==> config.mk <==
export PLATFORM = sky130hd
export DESIGN_NAME = rsc_rail_setpoint_regs
export DESIGN_NICKNAME = d
export VERILOG_FILES = /design/src/verilog/rsc_pkg.sv /design/src/verilog/rsc_rail_setpoint_regs.sv
export SDC_FILE = /design/constraint.sdc
export NUM_CORES = 1
export LEC_CHECK = 0
export BUFFER_PORTS_ARGS = -buffer_cell sky130_fd_sc_hd__clkbuf_2
export CAP_MARGIN = 15
export CORE_UTILIZATION = 45
export CTS_CLUSTER_DIAMETER = 50
export DETAILED_ROUTE_END_ITERATION = 8
export GPL_ROUTABILITY_DRIVEN = 1
export PLACE_DENSITY_LB_ADDON = 0.3
export SLEW_MARGIN = 20
export SYNTH_ARGS = -nofsm -noshare
export SYNTH_HDL_FRONTEND = slang
export SYNTH_SLANG_ARGS = --single-unit
==> constraint.sdc <==
create_clock -name i_mclk -period 3.7 [get_ports i_mclk]
set_clock_uncertainty 0.1 [all_clocks]
set_input_delay 0.555 -clock i_mclk [delete_from_list [all_inputs] [get_ports i_mclk]]
set_output_delay 0.555 -clock i_mclk [all_outputs]
set_load 0.05 [all_outputs]
==> src/verilog/rsc_pkg.sv <==
// Package with the register map, field layout, reset values and timing constants of the rail setpoint bank.
package rsc_pkg;

    // Register subaddresses.
    localparam logic [7:0] RSC_ADDR_BB_SETPOINT  = 8'h19;
    localparam logic [7:0] RSC_ADDR_CORE_RAMP    = 8'h1A;
    localparam logic [7:0] RSC_ADDR_LDO_SETPOINT = 8'h1B;

    // Reset values.
    localparam logic [7:0] RSC_RST_BB_SETPOINT  = 8'hB2;
    localparam logic [7:0] RSC_RST_CORE_RAMP    = 8'h06;
    localparam logic [7:0] RSC_RST_LDO_SETPOINT = 8'h1F;

    // Field positions.
    localparam int RSC_BB_PULSE_SKIP_BIT = 7;
    localparam int RSC_RAMP_TRIGGER_BIT  = 7;
    localparam int RSC_RAMP_BYPASS_BIT   = 6;
    localparam int RSC_VCODE_MSB         = 5;
    localparam int RSC_STEP_MSB          = 2;

    // Highest valid buck-boost code and the ramp code that means no stepping.
    localparam logic [5:0] RSC_BB_VCODE_MAX    = 6'h34;
    localparam logic [2:0] RSC_STEP_IMMEDIATE  = 3'h7;

    // Timing: clock period and the documented times, then cycle counts derived from them.
    localparam int RSC_CLK_PERIOD_NS = 10;
    localparam int RSC_BLANK_TIME_MS = 5;
    localparam int RSC_STEP_MAX_US   = 160;
    localparam int RSC_BLANK_CYC     = RSC_BLANK_TIME_MS * 1000000 / RSC_CLK_PERIOD_NS;
    localparam int RSC_STEP_MAX_CYC  = RSC_STEP_MAX_US * 1000 / RSC_CLK_PERIOD_NS;
    localparam int RSC_BLANK_W       = 19;
    localparam int RSC_STEP_W        = 14;

    // Number of core buck rails under ramp control.
    localparam int RSC_CORE_RAILS = 2;

    // Register access request from the serial management port.
    typedef struct packed {
        logic       wr;
        logic       rd;
        logic [7:0] addr;
        logic [7:0] wdata;
    } rsc_req_s;

    // Voltage codes of the two core buck rails.
    typedef logic [RSC_CORE_RAILS-1:0][5:0] rsc_core_codes_t;

    // Ramp sequencer states, one-hot.
    typedef enum logic [1:0] {
        RSC_IDLE = 2'b01,
        RSC_RAMP = 2'b10
    } rsc_ramp_e;

endpackage : rsc_pkg

==> src/verilog/rsc_rail_setpoint_regs.sv <==
// Register bank for the buck-boost and linear-regulator setpoints and the core buck ramp control.
`timescale 1ns/10ps
`default_nettype none

// Operation
// - Buck-boost setpoint at 0x19, reset B2, write-protected.
// - Buck-boost write blanks its monitors 5 ms.
// - Linear-regulator write blanks its monitors 5 ms.
// - Bit 7 selects light-load pulse skipping.
// - Bits 5..0 hold buck-boost code, reset 32h.
// - Resistor option may change power-up buck-boost code.
// - Ramp control at 0x1A, reset 06.
// - Ramping applies only to both core bucks.
// - Trigger write starts ramp; zero does nothing.
// - Trigger bit self-clears when transition finishes.
// - Bypass bit ramps on every setpoint update.
// - Step code 7 applies setpoint immediately.
// - Linear-regulator setpoint at 0x1B, reset 1F.
// - Linear code bits 5..0, bits 7..6 read zero.
module rsc_rail_setpoint_regs #(
    parameter int P_BLANK_CYC    = rsc_pkg::RSC_BLANK_CYC,
    parameter int P_STEP_MAX_CYC = rsc_pkg::RSC_STEP_MAX_CYC
) (
    input  wire logic                     i_mclk,
    input  wire logic                     i_sys_rst,
    input  wire rsc_pkg::rsc_req_s        i_req,
    input  wire logic                     i_prot_unlocked,
    input  wire logic                     i_bb_dflt_override,
    input  wire logic [5:0]               i_bb_dflt_code,
    input  wire rsc_pkg::rsc_core_codes_t i_core_target,
    input  wire logic                     i_core_set_upd,
    output logic [7:0]                    o_rdata,
    output logic                          o_rd_valid,
    output logic                          o_bb_pulse_skip,
    output logic [5:0]                    o_bb_vcode,
    output logic [5:0]                    o_ldo_vcode,
    output logic                          o_bb_blank,
    output logic                          o_ldo_blank,
    output rsc_pkg::rsc_core_codes_t      o_core_vcode,
    output logic                          o_ramp_busy
);
    import rsc_pkg::*;

    logic                   bb_pulse_skip_r;
    logic [5:0]             bb_vcode_r;
    logic [5:0]             ldo_vcode_r;
    logic                   trigger_r;
    logic                   bypass_r;
    logic [2:0]             step_sel_r;
    logic                   started_r;
    logic [RSC_BLANK_W-1:0] bb_blank_cnt_r;
    logic [RSC_BLANK_W-1:0] ldo_blank_cnt_r;
    logic [RSC_STEP_W-1:0]  step_cnt_r;
    logic [RSC_STEP_W-1:0]  step_len;
    rsc_ramp_e              state_r;
    rsc_core_codes_t        core_vcode_r;
    logic                   wr_bb;
    logic                   wr_bb_ok;
    logic                   wr_ramp;
    logic                   wr_ldo;
    logic                   ramp_start;
    logic                   at_target;
    logic                   step_due;
    logic [2:0]             step_code;
    logic [RSC_CORE_RAILS-1:0] rail_done;

    // Address decode of the write strobes.
    assign wr_bb    = i_req.wr && (i_req.addr == RSC_ADDR_BB_SETPOINT);
    assign wr_bb_ok = wr_bb && i_prot_unlocked;
    assign wr_ramp  = i_req.wr && (i_req.addr == RSC_ADDR_CORE_RAMP);
    assign wr_ldo   = i_req.wr && (i_req.addr == RSC_ADDR_LDO_SETPOINT);

    // A ramp starts on a trigger write of one, or on a setpoint update while the bypass is set.
    assign ramp_start = (wr_ramp && i_req.wdata[RSC_RAMP_TRIGGER_BIT])
                        || (bypass_r && i_core_set_upd);

    // A step code written together with the trigger must time the very first step.
    // Taking the stored code here would give one step of the old length.
    assign step_code = wr_ramp ? i_req.wdata[RSC_STEP_MSB:0] : step_sel_r;

    // Step length halves for each step code; code 6 gives one sixty-fourth of the longest step.
    assign step_len = RSC_STEP_W'(P_STEP_MAX_CYC >> step_code);
    assign step_due = (step_cnt_r == RSC_STEP_W'(1)) || (step_sel_r == RSC_STEP_IMMEDIATE);
    assign at_target = &rail_done;

    // Buck-boost setpoint; locked writes leave it untouched.
    always_ff @(posedge i_mclk or posedge i_sys_rst) begin
        if (i_sys_rst) begin
            bb_pulse_skip_r <= RSC_RST_BB_SETPOINT[RSC_BB_PULSE_SKIP_BIT];
            bb_vcode_r      <= RSC_RST_BB_SETPOINT[RSC_VCODE_MSB:0];
        end else if (!started_r && i_bb_dflt_override) begin
            bb_vcode_r <= i_bb_dflt_code;
        end else if (wr_bb_ok) begin
            bb_pulse_skip_r <= i_req.wdata[RSC_BB_PULSE_SKIP_BIT];
            bb_vcode_r      <= i_req.wdata[RSC_VCODE_MSB:0];
        end
    end

    // Start-up strap capture happens on the first edge after reset, not under the reset itself.
    always_ff @(posedge i_mclk or posedge i_sys_rst) begin
        if (i_sys_rst) begin
            started_r <= 1'b0;
        end else begin
            started_r <= 1'b1;
        end
    end

    // Linear-regulator setpoint; the two top bits are not stored at all.
    always_ff @(posedge i_mclk or posedge i_sys_rst) begin
        if (i_sys_rst) begin
            ldo_vcode_r <= RSC_RST_LDO_SETPOINT[RSC_VCODE_MSB:0];
        end else if (wr_ldo) begin
            ldo_vcode_r <= i_req.wdata[RSC_VCODE_MSB:0];
        end
    end

    // Ramp control configuration fields.
    always_ff @(posedge i_mclk or posedge i_sys_rst) begin
        if (i_sys_rst) begin
            bypass_r   <= RSC_RST_CORE_RAMP[RSC_RAMP_BYPASS_BIT];
            step_sel_r <= RSC_RST_CORE_RAMP[RSC_STEP_MSB:0];
        end else if (wr_ramp) begin
            bypass_r   <= i_req.wdata[RSC_RAMP_BYPASS_BIT];
            step_sel_r <= i_req.wdata[RSC_STEP_MSB:0];
        end
    end

    // Trigger bit: a new start in the finishing cycle wins over the self-clear.
    always_ff @(posedge i_mclk or posedge i_sys_rst) begin
        if (i_sys_rst) begin
            trigger_r <= RSC_RST_CORE_RAMP[RSC_RAMP_TRIGGER_BIT];
        end else if (ramp_start) begin
            trigger_r <= 1'b1;
        end else if (state_r == RSC_RAMP && at_target) begin
            trigger_r <= 1'b0;
        end
    end

    // Ramp sequencer: idle until started, then steps the core rails until both reach target.
    always_ff @(posedge i_mclk or posedge i_sys_rst) begin
        if (i_sys_rst) begin
            state_r <= RSC_IDLE;
        end else begin
            case (state_r)
                RSC_IDLE: begin
                    if (ramp_start) begin
                        state_r <= RSC_RAMP;
                    end
                end
                RSC_RAMP: begin
                    if (at_target && !ramp_start) begin
                        state_r <= RSC_IDLE;
                    end
                end
                default: begin
                    state_r <= RSC_IDLE;
                end
            endcase
        end
    end

    // Step timer reloads on start and after every step.
    always_ff @(posedge i_mclk or posedge i_sys_rst) begin
        if (i_sys_rst) begin
            step_cnt_r <= '0;
        end else if (ramp_start || state_r != RSC_RAMP || step_due) begin
            step_cnt_r <= step_len;
        end else begin
            step_cnt_r <= step_cnt_r - RSC_STEP_W'(1);
        end
    end

    // Each core rail moves one code per step toward its stored setpoint, or straight to it under step code 7; other rails never ramp.
    generate
        for (genvar g = 0; g < RSC_CORE_RAILS; g++) begin : g_rail
            assign rail_done[g] = (core_vcode_r[g] == i_core_target[g]);
            always_ff @(posedge i_mclk or posedge i_sys_rst) begin
                if (i_sys_rst) begin
                    core_vcode_r[g] <= '0;
                end else if (!started_r) begin
                    core_vcode_r[g] <= i_core_target[g];
                end else if (state_r == RSC_RAMP && step_sel_r == RSC_STEP_IMMEDIATE) begin
                    core_vcode_r[g] <= i_core_target[g];
                end else if (state_r == RSC_RAMP && step_due && !rail_done[g]) begin
                    if (core_vcode_r[g] < i_core_target[g]) begin
                        core_vcode_r[g] <= core_vcode_r[g] + 6'h01;
                    end else begin
                        core_vcode_r[g] <= core_vcode_r[g] - 6'h01;
                    end
                end
            end
        end
    endgenerate

    // Monitor blanking counters; a fresh write restarts the full window.
    always_ff @(posedge i_mclk or posedge i_sys_rst) begin
        if (i_sys_rst) begin
            bb_blank_cnt_r <= '0;
        end else if (wr_bb_ok) begin
            bb_blank_cnt_r <= RSC_BLANK_W'(P_BLANK_CYC);
        end else if (bb_blank_cnt_r != '0) begin
            bb_blank_cnt_r <= bb_blank_cnt_r - RSC_BLANK_W'(1);
        end
    end

    always_ff @(posedge i_mclk or posedge i_sys_rst) begin
        if (i_sys_rst) begin
            ldo_blank_cnt_r <= '0;
        end else if (wr_ldo) begin
            ldo_blank_cnt_r <= RSC_BLANK_W'(P_BLANK_CYC);
        end else if (ldo_blank_cnt_r != '0) begin
            ldo_blank_cnt_r <= ldo_blank_cnt_r - RSC_BLANK_W'(1);
        end
    end

    // Read data is registered; unmapped subaddresses return zero.
    always_ff @(posedge i_mclk or posedge i_sys_rst) begin
        if (i_sys_rst) begin
            o_rdata    <= 8'h00;
            o_rd_valid <= 1'b0;
        end else begin
            o_rd_valid <= i_req.rd;
            if (i_req.rd) begin
                case (i_req.addr)
                    RSC_ADDR_BB_SETPOINT:  o_rdata <= {bb_pulse_skip_r, 1'b0, bb_vcode_r};
                    RSC_ADDR_CORE_RAMP:    o_rdata <= {trigger_r, bypass_r, 3'h0, step_sel_r};
                    RSC_ADDR_LDO_SETPOINT: o_rdata <= {2'h0, ldo_vcode_r};
                    default:               o_rdata <= 8'h00;
                endcase
            end
        end
    end

    // Outputs toward the regulators and monitors.
    assign o_bb_pulse_skip = bb_pulse_skip_r;
    assign o_bb_vcode      = bb_vcode_r;
    assign o_ldo_vcode     = ldo_vcode_r;
    assign o_bb_blank      = (bb_blank_cnt_r != '0);
    assign o_ldo_blank     = (ldo_blank_cnt_r != '0);
    assign o_core_vcode    = core_vcode_r;
    assign o_ramp_busy     = trigger_r;
endmodule : rsc_rail_setpoint_regs

`default_nettype wire

# After elaboration in Yosys (flattened, before gate mapping)
# Cells that the tools add are included.
# op_classes
add_sub_neg	7
n_lt_le_gt_ge	2
eq_ne	14
shift	1
n_mux	22
bitwise	1
n_reduce_logical	30
# ops
operator	count
2-to-1 mux 19 bit	4
2-to-1 mux 6 bit	10
nonzero test 19 bit	2
subtractor 19 x 1 -> 19 bit, second input constant	2
equality test 8 x 5 -> 1 bit, second input constant	3
case mux 8 bit (3 select lines)	1
equality test 14 x 1 -> 1 bit, second input constant	1
2-to-1 mux 14 bit	1
right shift 14 x 3 -> 14 bit, first input constant	1
subtractor 14 x 1 -> 14 bit, second input constant	1
logical AND 1 bit	13
adder 6 x 1 -> 6 bit, second input constant	2
equality test 6 bit	2
< comparator 6 bit	2
subtractor 6 x 1 -> 6 bit, second input constant	2
nonzero test 2 bit	4
inequality test 3 x 1 -> 1 bit, second input constant	2
AND reduction 2 bit	3
zero test 1 bit	4
logical OR 1 bit	4
2-to-1 mux 2 bit	2
inequality test 2 bit, second input constant	2
case mux 2 bit (2 select lines)	1
equality test 3 bit, second input constant	1
6 further kinds	7
# word_totals
reg_bits	94
input_bits	41
output_inout_bits	37
elab_cells	92

# Longest topological paths before layout
# Gate-level depths: netlist of the first run.
# logic_depth
depth_word	8
ltp_mapped	12

# Least setup slack after synthesis of the first run
# No wires, ideal clock.
# synth_path
path_type	register to register
start	reg core_vcode_r (netlist bit o_core_vcode[6])
end	reg core_vcode_r (netlist bit o_core_vcode[11])
setup_ns	0.124
t_arrival_ns	2.940
setup_slack_ns	0.536
stages_incl_launch_ff	13
path_cell_list	dfrtp_1 -> inv_1 -> ha_1 -> nor2b_1 -> o31ai_1 -> a21oi_1 -> ha_1 -> a211oi_1 -> o21bai_1 -> a21oi_1 -> xor2_1 -> o21a_1 -> o31a_1
# synth_between
elab_chain_len	5
word_cells_on_any_way	11
# synth_lines
element	line_no	rtl
from (decl)	rsc_rail_setpoint_regs.sv:56	rsc_core_codes_t core_vcode_r;
from (signal, indexed assignment)	rsc_rail_setpoint_regs.sv:181	core_vcode_r[g] <= i_core_target[g];
from (signal, indexed assignment)	rsc_rail_setpoint_regs.sv:183	core_vcode_r[g] <= i_core_target[g];
from (signal, indexed assignment)	rsc_rail_setpoint_regs.sv:186	core_vcode_r[g] <= core_vcode_r[g] + 6'h01;
subtractor 6 x 1 -> 6 bit (tied with other cells)	rsc_rail_setpoint_regs.sv:188	core_vcode_r[g] <= core_vcode_r[g] - 6'h01;
2-to-1 mux 6 bit	rsc_rail_setpoint_regs.sv:185	if (core_vcode_r[g] < i_core_target[g]) begin
2-to-1 mux 6 bit	rsc_rail_setpoint_regs.sv:184	end else if (state_r == RSC_RAMP && step_due && !rail_done[g]) begin
2-to-1 mux 6 bit	rsc_rail_setpoint_regs.sv:182	end else if (state_r == RSC_RAMP && step_sel_r == RSC_STEP_IMMEDIATE) begin
2-to-1 mux 6 bit	rsc_rail_setpoint_regs.sv:180	end else if (!started_r) begin
# Several ways; a longest one is shown, not always the timed one. The select of a mux whose other input is x is not followed.
# A chain may end at the register's enable or synchronous reset.

# Worst setup path after layout of the first run
# layout_path
start	reg bb_blank_cnt_r[3]
end	out o_bb_blank
# layout_between
elab_chain_len	1
# layout_lines
element	line_no	rtl
from (decl)	rsc_rail_setpoint_regs.sv:51	logic [RSC_BLANK_W-1:0] bb_blank_cnt_r;
from (signal assigned)	rsc_rail_setpoint_regs.sv:200	bb_blank_cnt_r <= RSC_BLANK_W'(P_BLANK_CYC);
from (signal assigned)	rsc_rail_setpoint_regs.sv:202	bb_blank_cnt_r <= bb_blank_cnt_r - RSC_BLANK_W'(1);
nonzero test 19 bit	rsc_rail_setpoint_regs.sv:238	assign o_bb_blank = (bb_blank_cnt_r != '0);
to (decl)	rsc_rail_setpoint_regs.sv:37	output logic o_bb_blank,
# Every way passes these cells.

==> results.md, run 1 <==
- Dividing the synthesized area by the synthesized cell count gives between 9 and 10 um2.
- The flow ran to the end, and the final reports show no timing, DRC or antenna violations.
- The clock tree buffer depth is 2.
- The TritonCTS clock tree is done.
- The actual slew at the worst max-slew pin is around 950 ps.
- The time the worst path needs with I/O delays and setup is approximately 3500 ps.
- The endpoint of the worst-slack reg-to-reg timing path is o_core_vcode[11].
- The pin count of the biggest net entering global routing is between 90 and 100.
- For this run, the register share of the synthesized area comes to 44.56%.
- In this run the remaining antenna-violating nets after routing total 0.
- The number of nets in the layout is ~700.
- The count of standard-cell rows is 39.
- Buffers inserted to repair hold after CTS numbered 0.
- Setup repair after global routing left no endpoint under its margin.
- The initial standard-cell utilization of the core is a little under half.
- The worst path arrival time is about 2800 ps.
- 0 antenna diodes ended up in the layout.
- The die is approximately 110 um wide.
- Derived from the worst setup path, the maximum achievable clock frequency is between 0.2 and 0.3 GHz.
- For this run, the total global-route usage over all layers was measured as roughly a fifth.
- Synthesis inferred 94 register bits.
- The mapped netlist covers about 5300 um2.
- Summed over all failing endpoints, the final setup total negative slack is 0 ps.
- For flop-to-flop paths, the worst setup slack is roughly 440 ps.
- The area growth from synthesis to layout is 16.32%.
- The max-cap violation count is 0.
- The via count of the first global-routing pass is ~4300.
- The count of port buffers added during placement is 77.
- The number of clock sinks seen by CTS is 94.
- In this run, synthesis inferred 0 flip-flops with an integrated enable.
- The final-report max-slew violation count was 0.
- The total overflow left after global routing is 0.
- The core region area is around 11000 um2.
- The number of DRC violations after detailed-routing iteration 0 is 242.
- The setup-violating endpoint count in the final report is 0.
- The weighted congestion reported at the end of routability-driven placement is 0.8949.
- Yosys mapped the design onto 56 distinct sky130hd cell types.
- The post-synthesis net count is 641.
- The initial antenna violation count is 0.
- In the routed layout, each cell is associated on average with a via count of approximately 5.5.
- Data on the critical path is required at its endpoint by 3040 ps.
- The worst setup slack after placement is between 200 and 300 ps.
- Once the clock tree was built, the resizer swapped 0 gates to a different size.
- The count of H-tree levels built during CTS is 3.
- The worst ir drop on vdd is about 0.34 mV.
- The pre-antenna-repair detailed-routing pass consisted of 5 iterations.
- Clock-pin slew was measured on the worst setup and hold paths at ~70 ps.
- The global-route wire length before repair is roughly 20 mm.
- The post-route worst setup slack is around 210 ps.
- The headroom to the max-slew limit is 36.68%.
- The clock reaches the later pin of the worst-skew pair after between 300 and 400 ps.
- STA classifies the critical path startpoint as a flop.
- The total CTS buffers is 9.
- The critical path endpoint category is an output pin.
- The number of cells on the worst reg-to-reg path is 11.
- The most critical setup path has its startpoint at bb_blank_cnt_r[3].
- Dividing total power by cell area gives a power density of ~480 nW/um2.
- In this run the critical register-to-register path is launched from o_core_vcode[7].
- The static leakage is between 2 and 3 nW.
- The die covers 12240 um2.
- The vias after detailed routing is about 4400.
- Clock tree synthesis selected as its root buffer the cell sky130_fd_sc_hd__clkbuf_16.
- The number of setup buffers added after CTS is 0.
- In this run the vertical extent of the chip is approximately 110 um.
- Dividing the detail-routed wire length by the instance count gives 15.03 um.
- The maximum net fanout on the critical path is 10.
- In this run the count of I/O pins placed on the die edge is just under 80.
- The number of cells produced by synthesis is 574.
- The final layout contains routed wiring with a total length of ~12 mm.
- The final critical path takes up between 90 and 100% of the cycle.
- The count of unresolved DRC violations after routing is 0.
- The most instantiated flip-flop cell in the synthesis netlist is sky130_fd_sc_hd__dfrtp_1.
- The category of the critical setup timing path is reg2out.
- The path type of the worst min-delay path is in2async.
- The warning count from the yosys run is 0.
- The post-DP HPWL is around 8.7 mm.
- The count of final hold-check violations is 0.
- After synthesis, the share of flip-flops with an asynchronous set or reset is 100.0%.
- The post-route netlist has between 10% and 20% of its cells at a drive strength greater than 1.
## cells by family after synthesis
kind of cell	after synthesis	synth area share (%)
adder cells (fa/ha/maj)	26	6.406
other	1	0.07059
flip-flops	94	44.56
buffers and inverters	54	3.980
AND/OR/NAND/NOR	224	20.61
multiplexers	20	3.886
AO/OA/AOI/OAI	110	13.07
XOR/XNOR	45	7.419
## cell usage in the layout, fill, tap and decap left out, types with 13 or more instances in the layout
cell	instances
sky130_fd_sc_hd__clkbuf_2	77
sky130_fd_sc_hd__nand2_1	72
sky130_fd_sc_hd__nand3_1	18
sky130_fd_sc_hd__a21oi_1	27
sky130_fd_sc_hd__xor2_1	25
sky130_fd_sc_hd__mux2i_1	15
sky130_fd_sc_hd__dfrtp_1	82
sky130_fd_sc_hd__nor2_1	55
sky130_fd_sc_hd__ha_1	24
sky130_fd_sc_hd__inv_1	32
sky130_fd_sc_hd__o21ai_0	27
sky130_fd_sc_hd__nor3_1	13
sky130_fd_sc_hd__xnor2_1	20
## Yosys cell counts (2+ instances only)
cell / count / area (um2)
sky130_fd_sc_hd__dfrtp_1: 82 / 2052
sky130_fd_sc_hd__nand2_1: 72 / 270.3
sky130_fd_sc_hd__nor2_1: 55 / 206.5
sky130_fd_sc_hd__inv_1: 33 / 123.9
sky130_fd_sc_hd__a21oi_1: 27 / 135.1
sky130_fd_sc_hd__o21ai_0: 27 / 135.1
sky130_fd_sc_hd__xor2_1: 25 / 219.0
sky130_fd_sc_hd__ha_1: 24 / 300.3
sky130_fd_sc_hd__xnor2_1: 20 / 175.2
sky130_fd_sc_hd__clkbuf_1: 19 / 71.32
sky130_fd_sc_hd__nand3_1: 18 / 90.09
sky130_fd_sc_hd__mux2i_1: 15 / 150.1
sky130_fd_sc_hd__nor3_1: 13 / 65.06
sky130_fd_sc_hd__dfstp_2: 12 / 315.3
sky130_fd_sc_hd__a211oi_1: 10 / 75.07
sky130_fd_sc_hd__nand4_1: 9 / 56.30
sky130_fd_sc_hd__o22ai_1: 9 / 56.30
sky130_fd_sc_hd__nor4_1: 8 / 50.05
sky130_fd_sc_hd__or4_1: 8 / 60.06
sky130_fd_sc_hd__or3_1: 7 / 43.79
sky130_fd_sc_hd__nor2b_1: 6 / 37.54
sky130_fd_sc_hd__mux2_2: 5 / 56.30
sky130_fd_sc_hd__nand3b_1: 5 / 37.54
sky130_fd_sc_hd__o31ai_1: 5 / 37.54
sky130_fd_sc_hd__a21o_1: 4 / 30.03
sky130_fd_sc_hd__a22oi_1: 4 / 30.03
sky130_fd_sc_hd__o21a_1: 4 / 30.03
sky130_fd_sc_hd__or2_2: 4 / 25.02
sky130_fd_sc_hd__and3_1: 3 / 18.77
sky130_fd_sc_hd__nand2b_1: 3 / 18.77
sky130_fd_sc_hd__nand4b_1: 3 / 26.28
sky130_fd_sc_hd__o211ai_1: 3 / 22.52
sky130_fd_sc_hd__o21bai_1: 3 / 22.52
sky130_fd_sc_hd__a211o_1: 2 / 17.52
sky130_fd_sc_hd__a22o_1: 2 / 17.52
sky130_fd_sc_hd__and2_1: 2 / 12.51
sky130_fd_sc_hd__fa_1: 2 / 40.04
sky130_fd_sc_hd__o311ai_0: 2 / 17.52
sky130_fd_sc_hd__o31a_1: 2 / 17.52
## area by class of cell
cell class              instances  area (um2)
inverters                      33       125.1
repair buffers                 84       450.4
fillers                      1023        5288
clock buffers                  11       242.7
well taps                     143       178.9
multi-input cells             426        2734
clock inverters                 5       81.33
flip-flops and latches         94        2367
## layer usage
| metal | track usage (%) | wire, um |
|---|---|---|
| met4 | 10.93 | 427 |
| met2 | 31.51 | 5424 |
| met5 | 0 | 0 |
| met3 | 4.483 | 560 |
| met1 | 28.14 | 5555 |
## sequential cells by signal, indices dropped and copies added (netlist names), 2 cells and up
register	count
o_ldo_vcode	6
step_sel_r	3
bb_blank_cnt_r	19
state_r	2
o_rdata	8
ldo_blank_cnt_r	19
step_cnt_r	14
o_core_vcode	12
o_bb_vcode	6
## metrics by stage
| stage | power [mW] | cells | area [um2] | util [%] | hold slack (ps) |
|---|---|---|---|---|---|
| after floorplan | 1.814 | 574 | 5313 | - | 361.1 |
| after global placement | 1.967 | 780 | 5856 | 51.06 | 354.3 |
| after detailed placement | 1.998 | 780 | 5856 | 51.06 | 355.9 |
| after CTS | 3.020 | 796 | 6180 | 53.89 | 221.7 |
| after global routing | 3.168 | 796 | 6180 | 53.89 | 250.4 |
| final | 2.995 | 796 | 6180 | 53.89 | 197.9 |
## power by group
part           switching [mW]  internal, mW  leakage (nW)
sequential              0.135          1.16          1.05
clock                   0.398         0.612         0.156
combinational           0.419         0.273          1.49
## worst max-delay path, cell delays in order (launching register included)
cell	delay, ps
sky130_fd_sc_hd__dfrtp_1	430
sky130_fd_sc_hd__or4_1	600
sky130_fd_sc_hd__or4b_1	510
sky130_fd_sc_hd__or4_1	620
sky130_fd_sc_hd__clkbuf_2	320
## worst max path at each step
stage	endpoint	slack, ps	depth (start not counted)
floorplan	o_core_vcode[11]	540	12
global placement	o_core_vcode[11]	440	13
detailed placement	o_core_vcode[11]	270	13
CTS	o_bb_blank	190	4
global route	o_bb_blank	50	6
finish	o_bb_blank	210	4
Power figures use the tool's default switching activity.
==> inputs of run 2 (changes only) <==
clock period = 3.5 ns   (was 3.7 ns; I/O delays follow)
==> run 2 against run 1 <==
- hold slack gained 28 ps
- die area is the same
- critical endpoint unchanged
- flip-flop and latch count is the same
==> results.md, run 2 (synthesized netlist as in run 1, its figures left out) <==
- At the later pin of the worst-skew pair, clock insertion delay measures approximately 350 ps.
- The final-report max-slew violation count is 0.
- The worst register-to-register path begins at o_core_vcode[7].
- Setup repair after global routing left no endpoint under its margin.
- The routed wire length is between 10 and 15 mm.
- At the worst endpoint, the arrival time is approximately 2700 ps.
- In the layout the commonest cells are sky130_fd_sc_hd__dfrtp_1 (82), sky130_fd_sc_hd__clkbuf_2 (77), sky130_fd_sc_hd__nand2_1 (72).
- The total CTS buffers is 9.
- The initial antenna violation count is 0.
- The floorplan step set the die height to roughly 110 um.
- Headroom to the max-slew limit came out at about 33%.
- The count of unresolved DRC violations after routing is 0.
- The pin count of the biggest net entering global routing is 52.
- The register clock-pin slew on the reported worst setup and hold paths is 60 ps.
- The most common cell after layout, fill and taps aside is sky130_fd_sc_hd__dfrtp_1.
- Once layout is complete, the cells apart from fillers number between 700 and 800.
- The area of the die is around 12000 um2.
- From left edge to right edge, the die measures 110.7 um.
- The core utilization of the finished layout is ~54%.
- The max-cap violation count is 0.
- The antenna diode count is 0.
- The core region area is 11470 um2.
- The time the worst path needs with I/O delays and setup is ~3300 ps.
- The number of setup buffers added after CTS is 0.
- The worst setup path is captured at an output pin.
- After detailed routing, the number of vias per cell comes to roughly 5.5.
- CTS built an H-tree with a depth of 3.
- In the final timing run, aggregate negative setup slack is 0 ps.
- Dividing the final minimum period by the clock period gives 93.85%.
- IR analysis of the VDD net gives a maximum drop of 0.3374 mV.
- The setup-violating endpoint count in the final report is 0.
- The via count of the first global-routing pass is between 4000 and 5000.
- The post-DP HPWL is ~9 mm.
- Once the floorplan was initialized, standard cells occupied between 40% and 50% of the core.
- The achievable frequency is between 0.3 and 0.4 GHz.
- The number of DRC violations after detailed-routing iteration 0 is 145.
- The flow ran to the end, and the final reports show no timing, DRC or antenna violations.
- Once placement completed, the tool counted placed cells totaling 781.
- The tree built by TritonCTS fans out to 94 sinks.
- The tightest hold margin is between 200 and 250 ps.
- The root buffer cell is sky130_fd_sc_hd__clkbuf_16.
- The floorplan has 39 rows.
- The number of nets in the layout is 716.
- The largest registers in the layout are bb_blank_cnt_r: 19 flops, ldo_blank_cnt_r: 19 flops, step_cnt_r: 14 flops.
- The static leakage is roughly 2.7 nW.
- The endpoint of the worst-slack reg-to-reg timing path is o_core_vcode[11].
- The power density of the placed cells is roughly 510 nW/um2.
- The total global routing overflow is 0.
- The post-route worst setup slack is ~220 ps.
- Across all layers, the routed design uses 4368 vias.
- The first global-routing pass estimated between 20 and 25 mm of wire.
- The maximum net fanout on the critical path is 10.
- The final routed wire length divided by cell count is between 15 and 20 um.
- In the final layout, the multi-input gates occupy between 2000 and 3000 um2.
- The clock passes through at most 2 buffers.
- The startpoint kind of the worst setup timing path is a flop.
- The worst register-to-register path has a depth of 11.
- The critical path starts at bb_blank_cnt_r[3].
- The TritonCTS clock tree is done.
- During placement, the flow inserted port buffers numbering 77.
- The critical path is of the reg2out type.
- approximately 80 I/O pins were placed.
- The number of nets still failing antenna checks after routing is 0.
- The register area is 2367 um2.
- Routability-driven placement finished with a final weighted congestion of 0.8480.
- In the final layout, the share of cells above drive strength 1 is about a fifth.
- The slack of the worst reg-to-reg path is 300 ps.
- The area growth from synthesis to layout is 16.39%.
- The worst setup slack after placement is ~160 ps.
- Before antenna repair, the detailed router went through 4 iterations.
- For this run, the total global-route usage over all layers was measured as between 20% and 30%.
- The total of fill cells in the finished design is around 1100.
- The count of final hold-check violations is 0.
- The actual slew at the worst max-slew pin is ~1000 ps.
- In this run the worst hold path is classified as in2async.
- The data required time at the worst endpoint is 2870 ps.
run 2: cell types whose count changed in the layout (fill, tap and decap cells not counted), sizes merged:
cell and delta:
clkbuf +1, clkinv +1, clkinvlp -1, inv -1
buf +1
run 2: where the power goes:
part / switching, mW / internal [mW]
sequential: 0.141 / 1.22
combinational: 0.453 / 0.296
clock: 0.411 / 0.644
total: 1.01 / 2.16
run 2: worst max-delay path by stage:
stage / endpoint / cells past startpoint
after detailed placement: o_core_vcode[11] / 13
final: o_bb_blank / 4
after global placement: o_core_vcode[11] / 13
after global routing: o_core_vcode[11] / 11
after CTS: o_bb_blank / 4
after floorplan: o_core_vcode[11] / 12
run 2: timing repair:
item	CTS	global route
setup endpoints to repair	0	1
gates resized for setup	0	1
hold buffers	0	0
run 2: routing by layer:
metal | wire, um | vias to the layer above | track usage [%]
met5 | 0 | - | 0
met1 | 5637 | 2086 | 28.64
li1 | - | 2164 | -
met3 | 562 | 20 | 4.155
met4 | 281 | 0 | 9.422
met2 | 5932 | 98 | 35.57
run 2: area by class of cell:
cell class	instances	share of cell area, %
clock inverter	4	1.133
clock buffer	12	3.986
timing repair buffer	85	7.406
tap	143	2.894
multi-input combinational	426	44.27
sequential	94	38.28
inverter	33	2.023
run 2: through the flow:
step	power [mW]	cell area [um2]
6_report	3.170	6183
5_1_grt	3.343	6183
4_1_cts	3.191	6180
3_5_place_dp	2.124	5863
3_3_place_gp	2.087	5863
2_1_floorplan	1.918	5313
run 2: worst max-delay path, stage by stage, from the launching register on:
cell	delay [ps]
sky130_fd_sc_hd__dfrtp_1	430
sky130_fd_sc_hd__or4_1	580
sky130_fd_sc_hd__or4b_1	510
sky130_fd_sc_hd__or4_4	510
sky130_fd_sc_hd__clkbuf_2	270
